[config.mk]
export PLATFORM = sky130hd
export DESIGN_NAME = low_voltage_power_mode_control
export DESIGN_NICKNAME = d
export VERILOG_FILES = /design/src/rtl/lvpm_pkg.sv /design/src/rtl/low_voltage_power_mode_control.sv
export VERILOG_INCLUDE_DIRS = /design/src /design/src/rtl
export SDC_FILE = /design/constraint.sdc
export NUM_CORES = 1
export LEC_CHECK = 0
export ABC_AREA = 1
export BUFFER_PORTS_ARGS = -buffer_cell sky130_fd_sc_hd__buf_4
export CAP_MARGIN = 15
export CORE_UTILIZATION = 45
export CTS_BUF_LIST = sky130_fd_sc_hd__clkbuf_8
export DETAILED_ROUTE_END_ITERATION = 10
export PLACE_DENSITY = 0.86
export SETUP_SLACK_MARGIN = 0.05
export SKIP_LAST_GASP = 1
export SYNTH_ARGS = -nofsm -noshare
export SYNTH_HDL_FRONTEND = slang
export SYNTH_SLANG_ARGS = --single-unit
[constraint.sdc]
create_clock -name mclk -period 1.4 [get_ports mclk]
set_input_delay 0.07 -clock mclk [delete_from_list [all_inputs] [get_ports mclk]]
set_output_delay 0.07 -clock mclk [all_outputs]
set_load 0.1 [all_outputs]
[src/rtl/lvpm_defines.svh]
// Purpose: offsets, field positions and reset values of the power mode control block
// Assumes: 32-bit classic wishbone, word aligned registers
// Notes: definitions only
`ifndef LVPM_DEFINES_SVH
`define LVPM_DEFINES_SVH
`define LVPM_ADR_DETECT 4'h0
`define LVPM_ADR_WARN 4'h4
`define LVPM_ADR_EVT 4'h8
`define LVPM_ADR_MASK 4'hc
`define LVPM_DF_BIT 7
`define LVPM_DACK_BIT 6
`define LVPM_DIE_BIT 5
`define LVPM_DRE_BIT 4
`define LVPM_DSE_BIT 3
`define LVPM_DE_BIT 2
`define LVPM_RBE_BIT 0
`define LVPM_WF_BIT 7
`define LVPM_WACK_BIT 6
`define LVPM_DTS_BIT 5
`define LVPM_WTS_BIT 4
`define LVPM_SEF_BIT 3
`define LVPM_SACK_BIT 2
`define LVPM_SDS_BIT 0
`define LVPM_EV_DETECT 0
`define LVPM_EV_WARN 1
`define LVPM_EV_EXIT 2
`define LVPM_EV_W 3
`define LVPM_RST_BIT 1'h0
`define LVPM_RST_EV 3'h0
`define LVPM_RST_DAT 32'h0
`endif

[src/rtl/lvpm_pkg.sv]
// Purpose: types of the power mode control block
// Assumes: lvpm_defines.svh
// Notes: one packed state record
`include "lvpm_defines.svh"
package lvpm_pkg;
    typedef struct packed {
        logic det_s1;
        logic det_s2;
        logic warn_s1;
        logic warn_s2;
        logic detect_flag;
        logic detect_interrupt_enable;
        logic detect_reset_enable;
        logic detect_stop_enable;
        logic detect_enable;
        logic reference_buffer_enable;
        logic warning_flag;
        logic detect_trip_select;
        logic warning_trip_select;
        logic stop_exit_flag;
        logic stop_depth_select;
        logic depth_written;
        logic [`LVPM_EV_W-1:0] evt;
        logic [`LVPM_EV_W-1:0] mask;
        logic ack;
        logic [31:0] dat;
        logic irq;
        logic det_irq;
        logic rst_req;
        logic comp_on;
    } state_t;
endpackage : lvpm_pkg

[src/rtl/low_voltage_power_mode_control.sv]
// Purpose: low-voltage detect/warning flags and stop mode selection
// Assumes: comparator outputs are asynchronous; stop and reset-kind inputs are on mclk
// Notes: registers reached over classic wishbone, one byte per word
//
// Overview of operation
// - detect flag bit7, set only when enabled
// - writing one at bit6 clears detect flag
// - interrupt while flag and enable bit5
// - reset when flag, bit4 and enable
// - bit3 keeps detection running in stop
// - bit2 enables detect logic and qualifies reset and stop keep
// - bit0 drives reference buffer enable
// - warning flag set below trip, sticky
// - warning ack clears only without warning
// - bit5 selects detect trip point
// - bit4 selects warning trip point
// - stop exit flag set on recovery while bit0 set
// - writing one at bit2 clears exit flag
// - bit0 write once, selects stop depth
//
// The Wishbone slave port and the register offsets were chosen for this implementation.
`timescale 1ns/100ps
`default_nettype none
`include "lvpm_defines.svh"
module low_voltage_power_mode_control (
    input wire logic mclk,
    input wire logic srst,
    input wire logic power_on_reset,
    input wire logic wb_cyc_i,
    input wire logic wb_stb_i,
    input wire logic wb_we_i,
    input wire logic [3:0] wb_adr_i,
    input wire logic [3:0] wb_sel_i,
    input wire logic [31:0] wb_dat_i,
    output logic [31:0] wb_dat_o,
    output logic wb_ack_o,
    input wire logic supply_detect,
    input wire logic supply_warning,
    input wire logic stop_active,
    input wire logic stop_recovered,
    output logic detect_comparator_on,
    output logic detect_trip_select,
    output logic warning_trip_select,
    output logic reference_buffer_enable,
    output logic stop_depth_select,
    output logic detect_irq,
    output logic detect_reset_req,
    output logic irq
);

    // ---------------------------------------------------------------
    // state
    // ---------------------------------------------------------------
    lvpm_pkg::state_t st_r;
    lvpm_pkg::state_t st_nxt;
    logic any_rst;
    logic access;
    logic wr_lo;
    logic [7:0] wd;
    logic [7:0] rd;
    logic det_run;

    assign any_rst = srst | power_on_reset;
    assign access = wb_cyc_i & wb_stb_i;
    // write commits at the edge that sees ack high
    assign wr_lo = access & wb_we_i & st_r.ack & wb_sel_i[0];
    assign wd = wb_dat_i[7:0];

    // ---------------------------------------------------------------
    // next state
    // ---------------------------------------------------------------
    always_comb
    begin
        st_nxt = st_r;
        rd = 8'h00;
        // second flop only reads the first
        st_nxt.det_s1 = supply_detect;
        st_nxt.det_s2 = st_r.det_s1;
        st_nxt.warn_s1 = supply_warning;
        st_nxt.warn_s2 = st_r.warn_s1;

        // detection off in stop unless kept
        det_run = st_r.detect_enable & (~stop_active | st_r.detect_stop_enable);

        // register writes, first byte lane only
        if (wr_lo && wb_adr_i == `LVPM_ADR_DETECT)
        begin
            if (wd[`LVPM_DACK_BIT])
                st_nxt.detect_flag = 1'h0;
            st_nxt.detect_interrupt_enable = wd[`LVPM_DIE_BIT];
            st_nxt.detect_reset_enable = wd[`LVPM_DRE_BIT];
            st_nxt.detect_stop_enable = wd[`LVPM_DSE_BIT];
            st_nxt.detect_enable = wd[`LVPM_DE_BIT];
            // reserved bit not stored, reads zero
            st_nxt.reference_buffer_enable = wd[`LVPM_RBE_BIT];
        end
        if (wr_lo && wb_adr_i == `LVPM_ADR_WARN)
        begin
            // clear only without a present warning
            if (wd[`LVPM_WACK_BIT] && !st_r.warn_s2)
                st_nxt.warning_flag = 1'h0;
            st_nxt.detect_trip_select = wd[`LVPM_DTS_BIT];
            st_nxt.warning_trip_select = wd[`LVPM_WTS_BIT];
            if (wd[`LVPM_SACK_BIT])
                st_nxt.stop_exit_flag = 1'h0;
            if (!st_r.depth_written)
            begin
                st_nxt.stop_depth_select = wd[`LVPM_SDS_BIT];
                st_nxt.depth_written = 1'h1;
            end
        end
        if (wr_lo && wb_adr_i == `LVPM_ADR_EVT)
            st_nxt.evt = st_r.evt & ~wd[`LVPM_EV_W-1:0];
        if (wr_lo && wb_adr_i == `LVPM_ADR_MASK)
            st_nxt.mask = wd[`LVPM_EV_W-1:0];

        // hardware sets win over software clears
        // set only while detection operates
        if (det_run && st_r.det_s2)
        begin
            st_nxt.detect_flag = 1'h1;
            st_nxt.evt[`LVPM_EV_DETECT] = 1'h1;
        end
        if (st_r.warn_s2)
        begin
            st_nxt.warning_flag = 1'h1;
            st_nxt.evt[`LVPM_EV_WARN] = 1'h1;
        end
        if (stop_recovered && st_r.stop_depth_select)
        begin
            st_nxt.stop_exit_flag = 1'h1;
            st_nxt.evt[`LVPM_EV_EXIT] = 1'h1;
        end

        // read mux; acknowledge bits read zero
        unique case (wb_adr_i)
            `LVPM_ADR_DETECT:
            begin
                rd[`LVPM_DF_BIT] = st_r.detect_flag;
                rd[`LVPM_DIE_BIT] = st_r.detect_interrupt_enable;
                rd[`LVPM_DRE_BIT] = st_r.detect_reset_enable;
                rd[`LVPM_DSE_BIT] = st_r.detect_stop_enable;
                rd[`LVPM_DE_BIT] = st_r.detect_enable;
                rd[`LVPM_RBE_BIT] = st_r.reference_buffer_enable;
            end
            `LVPM_ADR_WARN:
            begin
                rd[`LVPM_WF_BIT] = st_r.warning_flag;
                rd[`LVPM_DTS_BIT] = st_r.detect_trip_select;
                rd[`LVPM_WTS_BIT] = st_r.warning_trip_select;
                rd[`LVPM_SEF_BIT] = st_r.stop_exit_flag;
                rd[`LVPM_SDS_BIT] = st_r.stop_depth_select;
            end
            `LVPM_ADR_EVT:
                rd[`LVPM_EV_W-1:0] = st_r.evt;
            `LVPM_ADR_MASK:
                rd[`LVPM_EV_W-1:0] = st_r.mask;
            default:
                rd = 8'h00;
        endcase

        // one-wait-state slave, unmapped reads zero
        st_nxt.ack = access & ~st_r.ack;
        st_nxt.dat = (access & ~st_r.ack) ? {24'h000000, rd} : `LVPM_RST_DAT;

        // interrupt request while flag and enable
        st_nxt.det_irq = st_nxt.detect_flag & st_nxt.detect_interrupt_enable;
        // enable qualifies flag, reset and stop
        st_nxt.rst_req = st_nxt.detect_flag & st_nxt.detect_reset_enable
                         & st_nxt.detect_enable;
        st_nxt.comp_on = st_nxt.detect_enable
                         & (~stop_active | st_nxt.detect_stop_enable);
        st_nxt.irq = |(st_nxt.evt & st_nxt.mask);

        if (any_rst)
        begin
            st_nxt.detect_flag = `LVPM_RST_BIT;
            st_nxt.detect_interrupt_enable = `LVPM_RST_BIT;
            st_nxt.detect_reset_enable = `LVPM_RST_BIT;
            st_nxt.detect_stop_enable = `LVPM_RST_BIT;
            st_nxt.detect_enable = `LVPM_RST_BIT;
            st_nxt.reference_buffer_enable = `LVPM_RST_BIT;
            st_nxt.warning_flag = `LVPM_RST_BIT;
            st_nxt.stop_exit_flag = `LVPM_RST_BIT;
            st_nxt.stop_depth_select = `LVPM_RST_BIT;
            st_nxt.depth_written = `LVPM_RST_BIT;
            st_nxt.evt = `LVPM_RST_EV;
            st_nxt.mask = `LVPM_RST_EV;
            st_nxt.ack = `LVPM_RST_BIT;
            st_nxt.dat = `LVPM_RST_DAT;
            st_nxt.irq = `LVPM_RST_BIT;
            st_nxt.det_irq = `LVPM_RST_BIT;
            st_nxt.rst_req = `LVPM_RST_BIT;
            st_nxt.comp_on = `LVPM_RST_BIT;
            // trip selects cleared by power-on only
            if (power_on_reset)
            begin
                st_nxt.detect_trip_select = `LVPM_RST_BIT;
                st_nxt.warning_trip_select = `LVPM_RST_BIT;
            end
        end
    end

    // trip selects start unknown until the first power-on reset
    always_ff @(posedge mclk)
    begin
        st_r <= st_nxt;
    end

    // ---------------------------------------------------------------
    // outputs
    // ---------------------------------------------------------------
    assign wb_dat_o = st_r.dat;
    assign wb_ack_o = st_r.ack;
    assign detect_comparator_on = st_r.comp_on;
    assign detect_trip_select = st_r.detect_trip_select;
    assign warning_trip_select = st_r.warning_trip_select;
    assign reference_buffer_enable = st_r.reference_buffer_enable;
    assign stop_depth_select = st_r.stop_depth_select;
    assign detect_irq = st_r.det_irq;
    assign detect_reset_req = st_r.rst_req;
    assign irq = st_r.irq;

    // write strobes per register, as the next-state logic sees them
    logic wr_det;
    logic wr_warn;
    assign wr_det = wr_lo && (wb_adr_i == `LVPM_ADR_DETECT);
    assign wr_warn = wr_lo && (wb_adr_i == `LVPM_ADR_WARN);
endmodule : low_voltage_power_mode_control
`default_nettype wire

==> flow_summary.yaml, run 1 <==
run_status:
  status: "complete, no violations"
pwr:
  internal-power_mw: 1.79
  seqPwrFrac_pct: 39.2
  p_comb_share_pct: 16.4
  powerDensity_nw_per_um2: 1280
  clkPwrFrac_pct: 44.4
  power_switching_mw: 0.707
  switching_share_pct: 28.3
  leakage_nw: 0.936
  peakVddDrop_mv: 0.837
placement:
  portBuffers: 37
  placed_cells: 281
  hpwl_um: 2250
  dp_slack_ns: 0.171
  gp_congestion: 0.799
clock_network:
  clk_pin_slew_ns: 0.07
  htreeDepth: 2
  clock_path_buffers: 2
  numCtsBuffers: 5
  cts_tree: "yes"
  cts_sinks: 34
  root_buffer: "clkbuf_8"
  clock_latency_ns: 0.28
  ctsResizeCount: 0
logic_synthesis:
  synthAdderAreaFrac_pct: 0
  synth_top_family_by_area: "simple AND/OR/NAND/NOR gates"
  yosysSeqAreaShare_pct: 43.1
  synthCells: 204
  synth-compound-area-share_pct: 8.95
  muxShareOfSynthArea_pct: 0
  synth-main-ff-cell: "dfxtp_1"
  ys_top_cells_by_area: "dfxtp_1, buf_4, nand2_1, a21oi_1, inv_1"
  synth-edff-count: 0
  synth_top_area_share_pct: 43.1
  synthArstFlopShare_pct: 0
  yosysMostFrequentCell: "nand2_1"
  yosys.area.top_type: "dfxtp_1"
  syn_area_per_cell_um2: 7.74
  yosys.area_share.simple_pct: 26.5
  synthTopCellsByCount: "nand2_1, dfxtp_1, buf_4"
  ys_ff_latch: 34
  yosys.area_share.xor_xnor_pct: 0
  yosys.cell_types.count: 24
  yosysWarnings: 0
  syn_area_um2: 1580
setup_path:
  end_kind: "flop"
  arrival_ns: 1.41
  required_ns: 1.58
  cp-start-kind: "flop"
  r2r_slack_ns: 0.17
  worst-path-max-fanout: 10
  critPathKind: "reg -> reg"
global_routing:
  grt_usage_pct: 17.8
  antenna_found_initial: 0
  grt_pass1_vias: 1135
  grt_pass1_wl_um: 4730
  grt-ovfl-total: 0
  grt_start_max_net_pins: 13
sta:
  hold_viol_final: 0
  period_minus_slack_ns: 1.23
  max_freq_mhz: 812
  fin_setup_tns_ns: 0
  fin_crit_sh_pct: 87.9
  worst_clock_skew_ns: 0.00592
  fin_ws_ns: 0.169
  rsz0062_at_grt: "no"
  finalSetupViolCount: 0
  slew_violations: 0
final_layout:
  fin_nets: 294
  synthToLayoutAreaGrowth_pct: 24.0
  fillCellCount: 315
  n_antenna_cell: 0
  stdcell_count: 291
  drive_gt1_share_pct: 27.8
  utilization_pct: 58.7
floorplanning:
  fp.dieArea_um2: 3750
  start_util_pct: 47.3
  pin_count: 91
  core-area_um2: 3340
  die_height_um: 61.2
  die_width_um: 61.2
  rows: 21
min_path:
  min_path_type: "in -> reg"
detailed_routing:
  drc: 0
  wl_per_cell_um: 10.1
  first_pass_iters: 4
  vias: 1286
  postRouteAntennaNets: 0
  routed_wl_um: 2940
  vias_per_cell: 4.42
  first_iter_violations: 42
flow_run:
  drv_cap: 0
==> final cells by class <==
type                            instances  area [um^2]  share of cell area [%]
Inverter                               23         91.3                    4.66
Sequential cell                        34          686                    35.0
Multi-Input combinational cell        138          661                    33.7
Clock buffer                            6         82.6                    4.22
Clock inverter                          2         60.1                    3.07
Timing Repair Buffer                   42          320                    16.4
Tap cell                               46         57.6                    2.94
==> worst paths after layout <==
path,cells after the start,from,endpoint
hold reg to reg,0,st_nxt[57]$_DFF_P_,st_r[57]$_DFF_P_
hold / removal,3,wb_dat_i[5],detect_trip_select$_DFF_P_
setup reg to reg,8,wb_ack_o$_SDFF_PN0_,detect_comparator_on$_SDFF_PN0_
setup / recovery,8,wb_ack_o$_SDFF_PN0_,detect_comparator_on$_SDFF_PN0_
==> logic make-up after synthesis <==
family                 count (synthesis)
DFF                                   34
AOI/OAI and AO/OA                     27
and+or+nand+nor                       86
other                                  1
buffers and inverters                 56
==> power by group through the flow <==
stage	sequential, mW	combinational, mW	clock, mW
global route	0.979	0.430	1.18
detailed placement	1.00	0.405	0
global placement	1.00	0.403	0
floorplan	1.01	0.386	0
CTS	0.979	0.410	1.12
finish	0.979	0.411	1.11
==> state kept, by name, summed over array words and instances, names as in the netlist <==
signal	flops
detect_comparator_on	1
detect_irq	1
detect_reset_req	1
detect_trip_select	1
irq	1
reference_buffer_enable	1
st_nxt	2
st_r	16
stop_depth_select	1
warning_trip_select	1
wb_ack_o	1
wb_dat_o	7
==> worst max-delay path, cell delays in order, from the launching register on <==
cell and delay [ns]:
dfxtp_4 0.36, nand3_4 0.09, nor2_8 0.18, nand2_4 0.12, clkinv_4 0.08, nand2_2 0.05
nand2_2 0.07, nor2_4 0.03, and2_1 0.13
==> layout by cell type (no fill, tap or decap), types with 2 or more instances in the layout <==
cell           count
nand2_1           48
bufinv_16          2
buf_4             40
nand2_2            3
a21oi_1           16
inv_1             20
and2_1             3
dlygate4sd3_1      2
o21ai_1            2
nand3_1           13
o21ai_0            6
nor2_1             5
inv_2              2
clkbuf_8           6
conb_1            25
nor2_2             8
dfxtp_1           32
a31oi_1            2
==> stage by stage <==
step,power (mW),area (um^2),hold slack [ns]
floorplan,1.39,1680,0.0977
global placement,1.40,1800,0.175
detailed placement,1.41,1800,0.176
CTS,2.51,1960,0.0329
global route,2.58,1960,0.0308
finish,2.50,1960,0.0318
==> timing repair <==
action / in CTS / in global routing
hold buffers: 2 / 0
hold endpoints to repair: 2 / 0
setup buffers: 0 / 0
==> layer usage <==
| metal | routed length [um] | vias up | global-route usage [%] |
|---|---|---|---|
| li1 | - | 659 | - |
| met1 | 1300 | 574 | 21.8 |
| met2 | 1410 | 49 | 28.4 |
| met3 | 195 | 4 | 7.14 |
| met4 | 35 | 0 | 5.84 |
| met5 | 0 | - | 0 |
No activity file was read; power rests on OpenSTA's default activity.
==> run 2, diff against run 1 <==
--- a/config.mk
+++ b/config.mk
@@ -12,7 +12,7 @@
 export CORE_UTILIZATION = 45
 export CTS_BUF_LIST = sky130_fd_sc_hd__clkbuf_8
 export DETAILED_ROUTE_END_ITERATION = 10
-export PLACE_DENSITY = 0.86
+export PLACE_DENSITY = 0.85
 export SETUP_SLACK_MARGIN = 0.05
 export SKIP_LAST_GASP = 1
 export SYNTH_ARGS = -nofsm -noshare
==> flow_summary.yaml, run 2 (synthesized netlist as in run 1, its figures left out) <==
run_status:
  status: "complete, no violations"
setup_path:
  cp-start-kind: "flop"
  required_ns: 1.58
  critPathMostFrequentCell: "nand2_2"
  path_delay_family: "simple AND/OR/NAND/NOR gates"
  critPathKind: "reg -> reg"
  critical_path.max_stage_delay_ns: 0.36
  end_kind: "flop"
  cp-startpoint: "wb_ack_o$_SDFF_PN0_"
  crit_buf_inv: 1
  arrival_ns: 1.42
  slowest_stage: "dfxtp_4"
  worst-path-max-fanout: 10
  r2r-start: "wb_ack_o$_SDFF_PN0_"
  path_cells: "nand3_4 > nor2_8 > nand2_4 > clkinv_4 > nand2_2 > nand2_2 > nor2_4 > and2_1"
final_layout:
  stdcell_count: 290
  layout_common_cells: "nand2_1, buf_4, dfxtp_1, conb_1, inv_1"
  multi_input_area_um2: 661
  final_common_cell: "nand2_1"
  n_antenna_cell: 0
  largest_register_ffs: 16
  fin_nets: 293
  fillCellCount: 310
  drive_gt1_share_pct: 27.0
  stdcell_area_um2: 1900
  regArea_um2: 686
  synthToLayoutAreaGrowth_pct: 20.3
  top_register: "st_r"
detailed_routing:
  top_layer: "met4"
  wl_per_cell_um: 9.88
  first_iter_violations: 56
  postRouteAntennaNets: 0
  vias_per_cell: 4.44
  drc: 0
  wl_met2_um: 1300
  first_pass_iters: 5
  wl_met3_um: 203
  vias: 1289
  routed_wl_um: 2860
  wl_met1_um: 1280
sta:
  fin_setup_tns_ns: 0
  period_minus_slack_ns: 1.24
  slew_violations: 0
  fin_crit_sh_pct: 88.3
  max_freq_mhz: 809
  finalSetupViolCount: 0
  hold_viol_final: 0
  holdWs_ns: 0.0440
  worst_clock_skew_ns: 0.00361
  rsz0062_at_grt: "no"
  fin_ws_ns: 0.163
floorplanning:
  rows: 21
  start_util_pct: 47.3
  die_height_um: 61.2
  pin_count: 91
  core-area_um2: 3340
  die_width_um: 61.2
  fp.dieArea_um2: 3750
clock_network:
  cts_sinks: 34
  post_cts_buffers: 0
  clock_latency_ns: 0.29
  ctsResizeCount: 0
  hold_buffers: 2
  clock_path_buffers: 2
  clk_pin_slew_ns: 0.06
  cts_tree: "yes"
  root_buffer: "clkbuf_8"
  htreeDepth: 2
  numCtsBuffers: 5
global_routing:
  grt_pass1_wl_um: 4460
  grt-ovfl-total: 0
  grt_usage_pct: 16.4
  grt_pass1_vias: 1047
  antenna_found_initial: 0
  grt_start_max_net_pins: 13
min_path:
  min_from: "wb_dat_i[5]"
  min_path_type: "in -> reg"
placement:
  gp_congestion: 0.811
  dp_slack_ns: 0.171
  placed_cells: 280
  hpwl_um: 2170
  dpl_cell_area_um2: 1790
  portBuffers: 37
flow_run:
  drv_cap: 0
pwr:
  powerDensity_nw_per_um2: 1120
  peakVddDrop_mv: 0.554
  leakage_nw: 0.912
-- run 2: routing by layer --
metal  vias up  track usage [%]
li1        657                -
met5         -                0
met2        57             26.2
met1       567             20.4
met4         0             8.12
met3         8             4.41
-- run 2: layout make-up --
cell class	count	area share, %
clock buffer	6	4.35
clock inverter	2	0.461
inverter	23	4.81
multi-input combinational	138	34.8
sequential	34	36.1
tap	46	3.03
timing repair buffer	41	16.5
-- run 2: final timing paths --
check	depth (start not counted)	slack, ns	to
max reg2reg	8	0.16	detect_comparator_on$_SDFF_PN0_
max	8	0.16	detect_comparator_on$_SDFF_PN0_
min	3	0.04	detect_trip_select$_DFF_P_
min reg2reg	0	0.33	st_r[57]$_DFF_P_
-- run 2: through the flow --
step,utilization (%),power [mW]
after floorplan,-,1.39
after global placement,53.6,1.40
after detailed placement,53.6,1.40
after CTS,56.9,2.14
after global routing,56.9,2.21
final,56.9,2.12
-- run 2: power breakdown --
group | total (mW) | internal (mW) | switching [mW]
clock network | 0.731 | 0.389 | 0.343
registers | 0.979 | 0.975 | 0.00352
logic | 0.409 | 0.0570 | 0.352
-- run 2: tightest hold or removal path: cells and delay by family --
| kind | cells | cell delay (ns) |
|---|---|---|
| buf+inv | 2 | 0.16 |
| compound gates | 1 | 0.05 |
